### config.mk
export PLATFORM = sky130hd
export DESIGN_NAME = dcb_top
export DESIGN_NICKNAME = d
export VERILOG_FILES = /design/src/logic/dcb_pkg.sv /design/src/logic/dcb_top.sv
export SDC_FILE = /design/constraint.sdc
export NUM_CORES = 1
export LEC_CHECK = 0
export BUFFER_PORTS_ARGS = -buffer_cell sky130_fd_sc_hd__buf_2
export CAP_MARGIN = 20
export CORE_ASPECT_RATIO = 0.75
export CORE_MARGIN = 3
export CORE_UTILIZATION = 30
export CTS_CLUSTER_SIZE = 40
export DETAILED_ROUTE_END_ITERATION = 12
export PLACE_DENSITY = 0.54
export SLEW_MARGIN = 20
export SYNTH_ARGS = -nofsm -noshare
export SYNTH_HDL_FRONTEND = slang
export SYNTH_SLANG_ARGS = --single-unit
### constraint.sdc
create_clock -name clk_sys -period 5.7 [get_ports clk_sys]
set_clock_uncertainty 0.05 [all_clocks]
set_input_delay 0.285 -clock clk_sys [delete_from_list [all_inputs] [get_ports clk_sys]]
set_output_delay 0.285 -clock clk_sys [all_outputs]
set_load 0.05 [all_outputs]
### src/logic/dcb_pkg.sv
/*
  Package for the command decoder and bank state tracker: pin encodings,
  bank states, commands and timing counts.
  Assumes a 20 MHz system clock that oversamples the memory link clock.
*/
`default_nettype none

package dcb_pkg;

  // =========================================================
  // sizes
  localparam int unsigned NUM_BANKS = 4;
  localparam int unsigned BA_W = 3;
  localparam int unsigned ADDR_W = 14;
  localparam int unsigned AP_BIT = 10;
  localparam int unsigned CNT_W = 8;

  // =========================================================
  // timing, in ns, and derived system clock counts
  localparam int unsigned CLK_PERIOD_NS = 50;
  localparam int unsigned T_RCD_NS = 15;
  localparam int unsigned T_RP_NS = 15;
  localparam int unsigned T_RFC_NS = 105;
  localparam int unsigned T_MRD_NS = 10;
  localparam int unsigned T_BURST_NS = 800;
  localparam int unsigned T_XSNR_NS = 200;

  function automatic logic [CNT_W-1:0] cyc(input int unsigned ns);
    int unsigned c;
    c = (ns + CLK_PERIOD_NS - 1) / CLK_PERIOD_NS;
    if (c < 1)
    begin
      c = 1;
    end
    return CNT_W'(c);
  endfunction

  localparam logic [CNT_W-1:0] RCD_CYC = cyc(T_RCD_NS);
  localparam logic [CNT_W-1:0] RP_CYC = cyc(T_RP_NS);
  localparam logic [CNT_W-1:0] RFC_CYC = cyc(T_RFC_NS);
  localparam logic [CNT_W-1:0] MRD_CYC = cyc(T_MRD_NS);
  localparam logic [CNT_W-1:0] BURST_CYC = cyc(T_BURST_NS);
  localparam logic [CNT_W-1:0] XSNR_CYC = cyc(T_XSNR_NS);

  // =========================================================
  // command pin codes {ras_n, cas_n, we_n}
  localparam logic [2:0] ENC_ACT = 3'h3;
  localparam logic [2:0] ENC_RD = 3'h5;
  localparam logic [2:0] ENC_WR = 3'h4;
  localparam logic [2:0] ENC_PRE = 3'h2;
  localparam logic [2:0] ENC_REF = 3'h1;
  localparam logic [2:0] ENC_LMR = 3'h0;
  localparam logic [2:0] ENC_NOP = 3'h7;

  typedef enum logic [3:0] {
    CMD_DESEL, CMD_NOP, CMD_ACT, CMD_RD, CMD_RDA, CMD_WR, CMD_WRA,
    CMD_PRE, CMD_PREA, CMD_REF, CMD_SREF, CMD_LMR, CMD_PDN, CMD_EXIT,
    CMD_RSVD
  } dcb_cmd_e;

  typedef enum logic [2:0] {
    BK_IDLE, BK_ACTIVATING, BK_ACTIVE, BK_READ, BK_WRITE, BK_AUTO_PRE,
    BK_PRECHARGING
  } dcb_bank_e;

  typedef enum logic [2:0] {
    DV_NORMAL, DV_REFRESH, DV_MODE, DV_PRE_ALL, DV_SELF_REF, DV_POWER_DN,
    DV_EXIT_WAIT
  } dcb_dev_e;

endpackage
`default_nettype wire

### src/logic/dcb_top.sv
/*
  Command decoder and per-bank state tracker for a four-bank memory device.
  Assumes all memory pins come from another clock domain; they are
  synchronised here; all but termination and self refresh exit are sampled on rising edges of the recovered link clock.
*/
// What this block does
// RQ1: decode from select, strobes and two clock-enable samples
// RQ2: strobe levels encode each command; select high deselects
// RQ3: A10 picks auto precharge or all-bank precharge
// RQ4: bank address selects bank or mode register
// RQ5: self refresh enters on refresh, leaves on enable
// RQ6: four-beat bursts run out unless a later read or precharge, or a write on a write burst, cuts in
// RQ7: controller bounds power-down by refresh interval
// RQ8: termination ignored; unavailable during self refresh
// RQ9: bank checks only with enable high twice
// RQ10: refresh and mode load need all banks idle
// RQ11: active bank takes read, write or precharge
// RQ12: reading bank takes read, precharge; write after
// RQ13: writing bank takes read, write or precharge
// RQ14: precharging lasts the precharge time, then idle
// RQ15: activating lasts the row delay, then active
// RQ16: auto precharge access busy until precharge done
// RQ17: refresh busy for refresh time, then idle
// RQ18: precharge all busy for precharge time
// RQ19: mode load busy for mode delay time
// RQ20: non-interruptible bank only sees allowed commands
// RQ21: every bank of group precharge must permit it
// RQ22: unlisted state and command pairs are illegal
// RQ23: flag and ignore illegal commands, states unchanged
`timescale 1ns/1ns
`default_nettype none

module dcb_top
  import dcb_pkg::*;
(
  // clock and reset
  input wire logic clk_sys,
  input wire logic arst_n,
  // memory link pins
  input wire logic mem_ck,
  input wire logic cke,
  input wire logic cs_n,
  input wire logic ras_n,
  input wire logic cas_n,
  input wire logic we_n,
  input wire logic [dcb_pkg::BA_W-1:0] ba,
  input wire logic [dcb_pkg::ADDR_W-1:0] addr,
  input wire logic odt,
  // status
  output logic [3:0] cmd_code,
  output logic cmd_valid,
  output logic cmd_illegal,
  output logic [dcb_pkg::BA_W-1:0] cmd_bank,
  output logic [11:0] bank_states,
  output logic [2:0] dev_state,
  output logic odt_active,
  output logic [dcb_pkg::BA_W-1:0] mode_reg_sel,
  output logic mode_load
);

  import dcb_pkg::*;

  // ==========================================================
  // state
  localparam int unsigned PIN_W = 7 + BA_W + 1;

  typedef struct packed {
    logic [PIN_W-1:0] s1;
    logic [PIN_W-1:0] s2;
    logic ck_prev;
    logic cke_prev;
    dcb_bank_e [NUM_BANKS-1:0] bank;
    logic [NUM_BANKS-1:0][CNT_W-1:0] bcnt;
    logic [NUM_BANKS-1:0] bap;
    dcb_dev_e dev;
    logic [CNT_W-1:0] dcnt;
    logic [3:0] code;
    logic valid;
    logic illegal;
    logic [BA_W-1:0] bank_o;
    logic odt_o;
    logic [BA_W-1:0] mrs;
    logic mload;
  } dcb_state_s;

  dcb_state_s st_q;
  dcb_state_s st_d;

  // ==========================================================
  // decode and track
  logic ck_s;
  logic cke_s;
  logic cs_s;
  logic [2:0] enc_s;
  logic [BA_W-1:0] ba_s;
  logic a10_s;
  logic odt_s;
  logic rise;
  dcb_cmd_e cmd;
  logic all_idle;
  logic ok;
  int unsigned b;

  assign {ck_s, cke_s, cs_s, enc_s, ba_s, a10_s, odt_s} = st_q.s2;
  assign rise = ck_s && !st_q.ck_prev;

  always_comb
  begin
    st_d = st_q;
    cmd = CMD_NOP;
    ok = 1'b1;
    b = 0;
    all_idle = 1'b1;
    // second stage reads only first stage; logic reads only second
    st_d.s1 = {mem_ck, cke, cs_n, ras_n, cas_n, we_n, ba, addr[AP_BIT], odt};
    st_d.s2 = st_q.s1;
    st_d.ck_prev = ck_s;
    st_d.valid = 1'b0;
    st_d.illegal = 1'b0;
    st_d.mload = 1'b0;

    // timers advance on system clock, since link clock may stop
    for (int i = 0; i < NUM_BANKS; i++)
    begin
      if (st_q.bcnt[i] != '0)
      begin
        st_d.bcnt[i] = st_q.bcnt[i] - CNT_W'(1);
      end
      else
      begin
        case (st_q.bank[i])
          BK_ACTIVATING: st_d.bank[i] = BK_ACTIVE; // [RQ15]
          BK_PRECHARGING: st_d.bank[i] = BK_IDLE; // [RQ14]
          BK_READ, BK_WRITE: st_d.bank[i] = BK_ACTIVE; // [RQ6]
          BK_AUTO_PRE:
          begin
            // burst done, now the internal precharge
            if (st_q.bap[i])
            begin
              st_d.bap[i] = 1'b0;
              st_d.bcnt[i] = RP_CYC; // [RQ16]
            end
            else
            begin
              st_d.bank[i] = BK_IDLE; // [RQ16]
            end
          end
          default: st_d.bank[i] = st_q.bank[i];
        endcase
      end
      if (st_q.bank[i] != BK_IDLE)
      begin
        all_idle = 1'b0;
      end
    end

    if (st_q.dcnt != '0)
    begin
      st_d.dcnt = st_q.dcnt - CNT_W'(1);
    end
    else if (st_q.dev == DV_REFRESH || st_q.dev == DV_MODE
             || st_q.dev == DV_EXIT_WAIT)
    begin
      st_d.dev = DV_NORMAL; // [RQ17] [RQ19]
    end
    else if (st_q.dev == DV_PRE_ALL)
    begin
      st_d.dev = DV_NORMAL; // [RQ18]
    end

    // self refresh exit does not wait for a link clock edge
    if (st_q.dev == DV_SELF_REF && cke_s && (cs_s || enc_s == ENC_NOP))
    begin
      st_d.dev = DV_EXIT_WAIT; // [RQ5]
      st_d.dcnt = XSNR_CYC;
      st_d.cke_prev = 1'b1;
    end
    else if (rise)
    begin
      st_d.cke_prev = cke_s;
      // decode from both enable samples and pin levels
      if (!st_q.cke_prev)
      begin
        cmd = cke_s ? CMD_EXIT : CMD_NOP; // [RQ1]
      end
      else if (cs_s)
      begin
        cmd = cke_s ? CMD_DESEL : CMD_PDN; // [RQ2]
      end
      else
      begin
        case (enc_s) // [RQ2]
          ENC_NOP: cmd = cke_s ? CMD_NOP : CMD_PDN;
          ENC_ACT: cmd = CMD_ACT;
          ENC_RD: cmd = a10_s ? CMD_RDA : CMD_RD; // [RQ3]
          ENC_WR: cmd = a10_s ? CMD_WRA : CMD_WR; // [RQ3]
          ENC_PRE: cmd = a10_s ? CMD_PREA : CMD_PRE; // [RQ3]
          ENC_REF: cmd = cke_s ? CMD_REF : CMD_SREF; // [RQ5]
          ENC_LMR: cmd = CMD_LMR;
          default: cmd = CMD_RSVD;
        endcase
        if (!cke_s && enc_s != ENC_REF && enc_s != ENC_NOP)
        begin
          cmd = CMD_RSVD;
        end
      end

      b = int'(ba_s) % NUM_BANKS; // [RQ4]
      case (cmd)
        CMD_DESEL, CMD_NOP: ok = 1'b1;
        CMD_EXIT: ok = (st_q.dev == DV_POWER_DN);
        CMD_PDN: ok = (st_q.dev == DV_NORMAL);
        CMD_ACT: ok = (st_q.dev == DV_NORMAL) && st_q.bank[b] == BK_IDLE;
        CMD_RD, CMD_RDA: ok = (st_q.dev == DV_NORMAL)
          && (st_q.bank[b] == BK_ACTIVE || st_q.bank[b] == BK_READ
          || st_q.bank[b] == BK_WRITE); // [RQ11] [RQ12] [RQ13]
        CMD_WR, CMD_WRA: ok = (st_q.dev == DV_NORMAL)
          && (st_q.bank[b] == BK_ACTIVE
          || st_q.bank[b] == BK_WRITE); // [RQ12] [RQ13]
        CMD_PRE: ok = (st_q.dev == DV_NORMAL)
          && (st_q.bank[b] == BK_ACTIVE || st_q.bank[b] == BK_READ
          || st_q.bank[b] == BK_WRITE || st_q.bank[b] == BK_IDLE);
        CMD_PREA:
        begin
          ok = (st_q.dev == DV_NORMAL);
          for (int i = 0; i < NUM_BANKS; i++)
          begin
            if (st_q.bank[i] inside {BK_ACTIVATING, BK_AUTO_PRE,
                                     BK_PRECHARGING})
            begin
              ok = 1'b0; // [RQ21]
            end
          end
        end
        CMD_REF, CMD_SREF, CMD_LMR:
          ok = (st_q.dev == DV_NORMAL) && all_idle; // [RQ10]
        default: ok = 1'b0; // [RQ22]
      endcase

      st_d.valid = (cmd != CMD_DESEL) && (cmd != CMD_NOP);
      st_d.code = cmd;
      st_d.bank_o = ba_s;
      // illegal commands are flagged and leave bank and device states alone
      st_d.illegal = !ok; // [RQ23]
      if (ok)
      begin
        case (cmd)
          CMD_ACT:
          begin
            st_d.bank[b] = BK_ACTIVATING; // [RQ15]
            st_d.bcnt[b] = RCD_CYC;
          end
          CMD_RD, CMD_WR:
          begin
            st_d.bank[b] = (cmd == CMD_RD) ? BK_READ : BK_WRITE;
            st_d.bcnt[b] = BURST_CYC; // [RQ6]
          end
          CMD_RDA, CMD_WRA:
          begin
            st_d.bank[b] = BK_AUTO_PRE; // [RQ16]
            st_d.bap[b] = 1'b1;
            st_d.bcnt[b] = BURST_CYC;
          end
          CMD_PRE:
          begin
            st_d.bank[b] = BK_PRECHARGING; // [RQ14]
            st_d.bcnt[b] = RP_CYC;
          end
          CMD_PREA:
          begin
            for (int i = 0; i < NUM_BANKS; i++)
            begin
              st_d.bank[i] = BK_PRECHARGING;
              st_d.bcnt[i] = RP_CYC;
            end
            st_d.dev = DV_PRE_ALL; // [RQ18]
            st_d.dcnt = RP_CYC;
          end
          CMD_REF:
          begin
            st_d.dev = DV_REFRESH; // [RQ17]
            st_d.dcnt = RFC_CYC;
          end
          CMD_SREF: st_d.dev = DV_SELF_REF; // [RQ5]
          CMD_PDN: st_d.dev = DV_POWER_DN;
          CMD_EXIT: st_d.dev = DV_NORMAL;
          CMD_LMR:
          begin
            st_d.dev = DV_MODE; // [RQ19]
            st_d.dcnt = MRD_CYC;
            st_d.mrs = ba_s; // [RQ4]
            st_d.mload = 1'b1;
          end
          default: st_d.dev = st_q.dev;
        endcase
      end
    end
    // termination never decoded; follows next state so no overlap with self refresh
    st_d.odt_o = odt_s && (st_d.dev != DV_SELF_REF); // [RQ8]
  end

  always_ff @(posedge clk_sys or negedge arst_n)
  begin
    if (!arst_n)
    begin
      st_q <= '0;
    end
    else
    begin
      st_q <= st_d;
    end
  end

  // ==========================================================
  // outputs, all straight from the state register
  assign cmd_code = st_q.code;
  assign cmd_valid = st_q.valid;
  assign cmd_illegal = st_q.illegal;
  assign cmd_bank = st_q.bank_o;
  assign bank_states = {st_q.bank[3], st_q.bank[2], st_q.bank[1], st_q.bank[0]};
  assign dev_state = st_q.dev;
  assign odt_active = st_q.odt_o;
  assign mode_reg_sel = st_q.mrs;
  assign mode_load = st_q.mload;

endmodule // dcb_top
`default_nettype wire

==> results by group, run 1 <==
Run
  – Max-cap check violation count: 0

Floorplanning
  – Die width: between 150 and 200 um
  – Starting Density: a little under a third
  – Die Y: approximately 120 um
  – Die area: just under 20000 um^2
  – Core Box Area: ~17000 um^2
  – I/O pin count: 55
  – Row cnt: just over 40

STA
  – Final Hold Vio Count: 0
  – Final count of pins violating max slew: 0
  – Final setup vio count: 0
  – F_max: roughly 250 MHz
  – RSZ-0062 raised after global routing: no
  – Hold Worst Slack: 296 ps
  – Clock period minus worst slack: 3950 ps
  – Final period util: ~69%
  – Worst slew pin tran: ~1100 ps
  – Post-Route Setup TNS: 0 ps
  – Max_slew headroom: between 20% and 30%

Worst setup path
  – Max stage delay on crit path: 720 ps
  – CP Data Arrival Time: 4130 ps
  – Critical Path Sink Type: flop
  – Worst path cell trace: mux4_2 > nor2_1 > nand4_1 > or3b_2 > a31o_1 > and4b_1 > nor2_1 > nand3_1 > mux2_2
  – CP Launch Type: flop
  – CP max stage cell: dfrtp_1
  – Critical path's most frequent cell: nor2_1
  – Type of the worst setup path: reg -> reg
  – Flop2flop setup slack: 1750 ps
  – Crit Path Max Fanout: 14
  – Worst EP required: 5880 ps

Global routing
  – Total GRT Usage: approximately 14%
  – Vias in the first global route: approximately 4500
  – Initial antenna violation count: 0
  – Largest net degree at the start of global routing: 56
  – Total gr overflow: 0
  – Global-route wire length before repair: 23.1 mm

Final layout
  – Fraction of layout cells with a size suffix above 1: approximately an eighth
  – Diodes inserted: 0
  – Fin nets: about 670
  – Non-Filler Instances: 875
  – Fillers: 1770
  – Area grow syn2layout: 11.7%
  – Final instance area: around 6100 um^2

Clock network
  – Post-CTS Repair Setup Buffers: 0
  – Clock slew at reported path FFs: 70 ps
  – H-tree depth: 3
  – CTS tree: built
  – CTS root buf: clkbuf_16
  – Clock buffer depth: 2
  – Inserted Clock Buffers: 9
  – Clk_lat worst skew: between 300 and 400 ps
  – Clock Sinks: 97

Synthesis
  – Mux contribution to synthesized area: ~3.5%
  – Syn. warnings: 0
  – Synth top area cells: dfrtp_1 (45%), nand2_1 (5.6%), nor2_1 (4.5%)
  – Sequential area share after synthesis: 44.6%
  – Prevailing post-synth register cell: dfrtp_1
  – Mapped Avg Cell Area: ~9 um^2
  – Synth Area in Compound Gates: 17.4%
  – Yosys cell types: slightly above 60
  – Most frequent cells after synthesis: dfrtp_1 (97), nand2_1 (81), nor2_1 (65)
  – Asr flop ratio synth: 100%
  – Cell taking the most area after synthesis: dfrtp_1
  – Synthesized-area fraction occupied by adder cells: 1.38%
  – Synth top area share: between 40 and 50%
  – Post-Synth XOR/XNOR Area: 3.38%
  – Synth Area in Simple Gates: between 20% and 30%
  – Main combinational cell family by area after synthesis: simple AND/OR/NAND/NOR gates
  – Syn_nets: 650
  – Most common cell in the synthesized netlist: dfrtp_1
  – Number of flops mapped to enable cells by yosys: 0
  – FF+latch count, synth: 97
  – Cells after Synth: between 600 and 700
  – Syn Std Cell Area: between 5000 and 6000 um^2

Route
  – Router iterations before antenna repair: 5
  – WL met2: approximately 5.9 mm
  – Via count: ~4700
  – DR iter-0 viols: 511
  – WL met3: ~1 mm
  – DR DRC count: 0
  – M1 WL: slightly below 7 mm
  – Final ANT Viol Nets: 0
  – Top Layer Used: met4
  – Avg WL per Cell: about 16 um
  – Routed WL: roughly 14 mm
  – Via/cell ratio: approximately 5.3

Pwr
  – Static Leak: between 2 and 3 nW
  – Pwr dens: 410 nW/um^2
  – Final Power: approximately 2.5 mW
  – Max VDD drop: about 0.15 mV

Placement
  – IO buf count: 41
  – Placer Congestion: about 0.90
  – Placed Area: between 5000 and 6000 um^2
  – Placed cell count: around 850
  – Final HPWL from detailed placement: about 10 mm

Outcome
  – Status: complete, no violations

Hold path
  – Worst hold path class: reg -> reg
## registers in the layout, indices dropped and copies added, names as in the netlist
signal and count:
st_q 46, bank_states 12, st_d 11, cmd_code 4, ba_s 3, cmd_bank 3, dev_state 3, enc_s 3
mode_reg_sel 3, a10_s 1, ck_s 1, cke_s 1, cmd_illegal 1, cmd_valid 1, cs_s 1, mode_load 1
odt_active 1, odt_s 1
## critical path, delay by kind of cell (launching register included)
family,cells,cell delay (ps)
AOI/OAI and AO/OA,1,200
DFF,1,720
muxes,2,990
and+or+nand+nor,6,1870
## cells by family (layout without fill, tap and decap cells)
| group | Yosys count | in the layout |
|---|---|---|
| compound gates | 149 | 149 |
| flops | 97 | 97 |
| xor+xnor | 21 | 21 |
| mux | 14 | 14 |
| buf+inv | 73 | 94 |
| simple gates | 258 | 258 |
| fa+ha+maj | 6 | 6 |
## final timing paths
check | start | to | cells past startpoint
hold / removal | st_d[83] | cs_s | 0
setup / recovery | ba_s[0] | mode_reg_sel[2] | 9
max in group asynchronous | arst_n | enc_s[1] | 3
setup reg to reg | ba_s[0] | mode_reg_sel[2] | 9
min in group asynchronous | arst_n | st_q[18] | 2
hold reg to reg | st_d[83] | cs_s | 0
## layout make-up
type / count / area [um^2] / area share, %
sequential: 97 / 2430 / 40.0
timing repair buffer: 56 / 350 / 5.77
clock inverter: 6 / 67.6 / 1.11
inverter: 23 / 86.3 / 1.42
clock buffer: 9 / 225 / 3.71
tap: 236 / 295 / 4.86
multi-input combinational: 448 / 2620 / 43.2
## metal layers
layer / vias to the layer above / GRT usage, %
met5: - / 0
met4: 0 / 4.57
met3: 17 / 3.78
met2: 162 / 20.9
met1: 2297 / 21.1
li1: 2185 / -
## through the flow
stage          setup WS, ps  utilization (%)
3_3_place_gp           1900             32.7
2_1_floorplan          2610                -
5_1_grt                1500             35.1
6_report               1750             35.1
4_1_cts                1780             35.1
3_5_place_dp           1820             32.7
## power by group
group | switching [mW] | internal, mW | total (mW)
registers | 0.209 | 0.873 | 1.08
clock network | 0.268 | 0.340 | 0.608
logic | 0.478 | 0.324 | 0.802
total | 0.956 | 1.54 | 2.49
## what timing repair did
action                                 4_1_cts  5_1_grt
endpoints found under the hold margin       53        0
hold buffers                                12        0
resized for setup                            0        0
## layout by cell type (no fill, tap or decap), drive strengths merged, types with 3 or more instances in the layout
| cell type | netlist | layout |
|---|---|---|
| dlygate4sd3 | 0 | 12 |
| a211oi | 6 | 6 |
| o21a | 4 | 4 |
| a22oi | 7 | 7 |
| nor2 | 66 | 66 |
| or2 | 3 | 3 |
| inv | 23 | 25 |
| nor2b | 11 | 11 |
| nand4 | 5 | 5 |
| mux2 | 9 | 9 |
| buf | 33 | 44 |
| o22ai | 6 | 6 |
| clkbuf | 17 | 9 |
| nand2 | 81 | 81 |
| dfrtp | 97 | 97 |
| and3 | 8 | 8 |
| o211ai | 4 | 4 |
| nor4 | 9 | 9 |
| a21oi | 42 | 42 |
| mux4 | 3 | 3 |
| nand2b | 8 | 8 |
| a31oi | 12 | 12 |
| xnor2 | 11 | 11 |
| or3 | 9 | 9 |
| xor2 | 10 | 10 |
| o31ai | 3 | 3 |
| ha | 6 | 6 |
| a22o | 5 | 5 |
| o21ai | 38 | 38 |
| nor3 | 27 | 27 |
| nand3 | 17 | 17 |
| o32a | 3 | 3 |
| nand3b | 5 | 5 |
Note: power is estimated with default switching activity, not from simulation.
==> run 2: changes to the inputs <==
--- a/config.mk
+++ b/config.mk
@@ -12,7 +12,7 @@
 export CORE_UTILIZATION = 30
 export CTS_CLUSTER_SIZE = 40
 export DETAILED_ROUTE_END_ITERATION = 12
-export PLACE_DENSITY = 0.54
+export PLACE_DENSITY = 0.56
 export SLEW_MARGIN = 20
 export SYNTH_ARGS = -nofsm -noshare
 export SYNTH_HDL_FRONTEND = slang
==> constraint.sdc (replaced) <==
create_clock -name clk_sys -period 3.28 [get_ports clk_sys]
set_clock_uncertainty 0.05 [all_clocks]
set_input_delay 0.164 -clock clk_sys [delete_from_list [all_inputs] [get_ports clk_sys]]
set_output_delay 0.164 -clock clk_sys [all_outputs]
set_load 0.05 [all_outputs]
==> run 2 against run 1 <==
Combinational power increased by 86%; global-route usage about the same; flip-flop and latch count unchanged; via count grew 1.1%; power rose by 80%; critical path type unchanged; die area is the same; final cell count grew 4.8%; hold slack improved by 3.8 ps; highest routed layer unchanged; largest power group unchanged; non-clock buffer count is 41 higher.
==> results by group, run 2 (synthesized netlist as in run 1, its figures left out) <==
Final layout
  – Fraction of layout cells with a size suffix above 1: 18.6% (+6.3 points)
  – Area grow syn2layout: 18.7%
  – Diodes inserted: 0 (unchanged)
  – Fin nets: 708 (+6.1%)
  – FF+latch area: 2430 um^2 (+0.15%)
  – Biggest register: st_q
  – Most frequent cells in the layout: dfrtp_1 (94), nand2_1 (81), nor2_1 (64), buf_4 (43), a21oi_1 (42)
  – Multi-input logic area: 2630 um^2 (+0.43%)
  – Final instance area: 6450 um^2 (+6.3%)
  – Fillers: 1760 (-0.56%)
  – Number of flip-flops under the largest register name: 46 (unchanged)
  – Commonest non-fill, non-tap cell in the layout: dfrtp_1
  – Non-Filler Instances: 917 (+4.8%)

Worst setup path
  – CP Launch Type: flop
  – Worst EP required: 3510 ps (-2370 ps)
  – Type of the worst setup path: reg -> reg
  – Critical Path Sink Type: flop
  – Crit Path Max Fanout: 10 (-4)
  – CP Data Arrival Time: 3380 ps (-750 ps)

Clock network
  – Clock Sinks: 97 (unchanged)
  – CTS root buf: clkbuf_16
  – Inserted Clock Buffers: 9 (unchanged)
  – CTS tree: built
  – Clock buffer depth: 2 (unchanged)
  – Clk_lat worst skew: 350 ps (about the same)
  – Clock slew at reported path FFs: 70 ps (about the same)
  – H-tree depth: 3 (unchanged)

Floorplanning
  – Core Box Area: 17300 um^2 (unchanged)
  – I/O pin count: 55 (unchanged)
  – Die width: 161 um (unchanged)
  – Row cnt: 41 (unchanged)
  – Starting Density: 31.5% (unchanged)
  – Die area: 19800 um^2 (unchanged)
  – Die Y: 123 um (unchanged)

Route
  – Routed WL: 14.1 mm (+1.2%)
  – DR iter-0 viols: 416 (-19%)
  – Avg WL per Cell: 15.4 um (-3.4%)
  – Via/cell ratio: 5.14 (-3.5%)
  – Via count: 4712 (+1.1%)
  – Router iterations before antenna repair: 5 (unchanged)
  – DR DRC count: 0 (unchanged)
  – Final ANT Viol Nets: 0 (unchanged)

Run
  – Max-cap check violation count: 0 (unchanged)

STA
  – Final period util: 95.8% (+27 points)
  – PnR worst setup slack: 137 ps (-1620 ps)
  – Final count of pins violating max slew: 0 (unchanged)
  – Clock period minus worst slack: 3140 ps (-803 ps)
  – F_max: 318 MHz (+26%)
  – Worst slew pin tran: 731 ps (-364 ps)
  – Max_slew headroom: 50.9% (+24 points)
  – Hold Worst Slack: 300 ps (+3.77 ps)
  – Final Hold Vio Count: 0 (unchanged)
  – Final setup vio count: 0 (unchanged)

Outcome
  – Status: complete, no violations

Hold path
  – Worst hold path class: reg -> reg

Global routing
  – Total gr overflow: 0 (unchanged)
  – Largest net degree at the start of global routing: 51 (-8.9%)
  – Initial antenna violation count: 0 (unchanged)
  – Total GRT Usage: 14.5% (+0.027 points)
  – Vias in the first global route: 4435 (-0.89%)
  – Global-route wire length before repair: 23.1 mm (+0.15%)

Pwr
  – Static Leak: 2.85 nW (+9.2%)
  – Final Power: 4.48 mW (+80%)
  – Pwr dens: 694 nW/um^2 (+69%)
  – Max VDD drop: 0.273 mV (+84%)

Placement
  – Placed Area: 5990 um^2 (+5.9%)
  – IO buf count: 41 (unchanged)
  – Placer Congestion: 0.925 (+3.1%)
  – Placed cell count: 889 (+4.8%)
  – Dpl ws: 111 ps (-1700 ps)
  – Final HPWL from detailed placement: 10.3 mm (+2.8%)
[run 2: cell types whose count changed in the layout (fill, tap and decap cells not counted), sizes merged]
cell / before / now
buf: 44 / 85
clkinvlp: 2 / 0
inv: 25 / 27
bufinv: 1 / 2
[run 2: layer usage]
layer  global-route usage, %  up-vias  part of all wire, %
met2                    21.6      108                   43
met1                    21.8     2320                   51
met3                    3.21       10                  5.4
li1                        -     2274                    -
met4                    2.74        0                 0.64
met5                       0        -                    0
[run 2: cell type report]
cell class                      count  area share [%]
Timing Repair Buffer               97            10.6
Sequential cell                    97            37.7
Tap cell                          236            4.58
Clock buffer                        9            3.49
Clock inverter                      7            1.55
Inverter                           23            1.34
Multi-Input combinational cell    448            40.8
[run 2: metrics by stage]
stage / utilization, % / TNS [ps]
2_1_floorplan: - / 0
3_3_place_gp: 34.7 / 0
3_5_place_dp: 34.7 / 0
4_1_cts: 37.2 / 0
5_1_grt: 37.3 / -0.260
6_report: 37.3 / 0
[run 2: what timing repair did]
item,CTS,global route
resized for setup,0,8
hold buffers,12,0
endpoints found under the setup margin,0,32
buffers inserted,0,0
hold endpoints to repair,58,0
[run 2: worst max-delay path: stages (launching register included)]
cell and delay (ps):
dfrtp_2 480, buf_4 190, nor2_2 170, nand4_1 140
and3_1 270, or3_1 390, a31o_1 220, and4b_1 270
or2_1 310, buf_4 170, nor2_1 90, buf_4 160
a32o_1 170
[run 2: where the power goes]
| group | total (mW) | switching (mW) | internal, mW |
|---|---|---|---|
| Sequential | 1.83 | 0.312 | 1.52 |
| Clock | 1.16 | 0.482 | 0.678 |
| Combinational | 1.49 | 0.876 | 0.614 |
| Total | 4.48 | 1.67 | 2.81 |
[run 2: path summary, 6_finish.rpt]
path / from / to / slack [ps] / depth (start not counted)
max: enc_s[2] / st_q[28] / 140 / 12
max reg2reg: enc_s[2] / st_q[28] / 140 / 12
max in group asynchronous: arst_n / enc_s[2] / 2150 / 3
min in group asynchronous: arst_n / st_d[84] / 340 / 2
min: st_d[82] / enc_s[2] / 300 / 0
min reg2reg: st_d[82] / enc_s[2] / 300 / 0
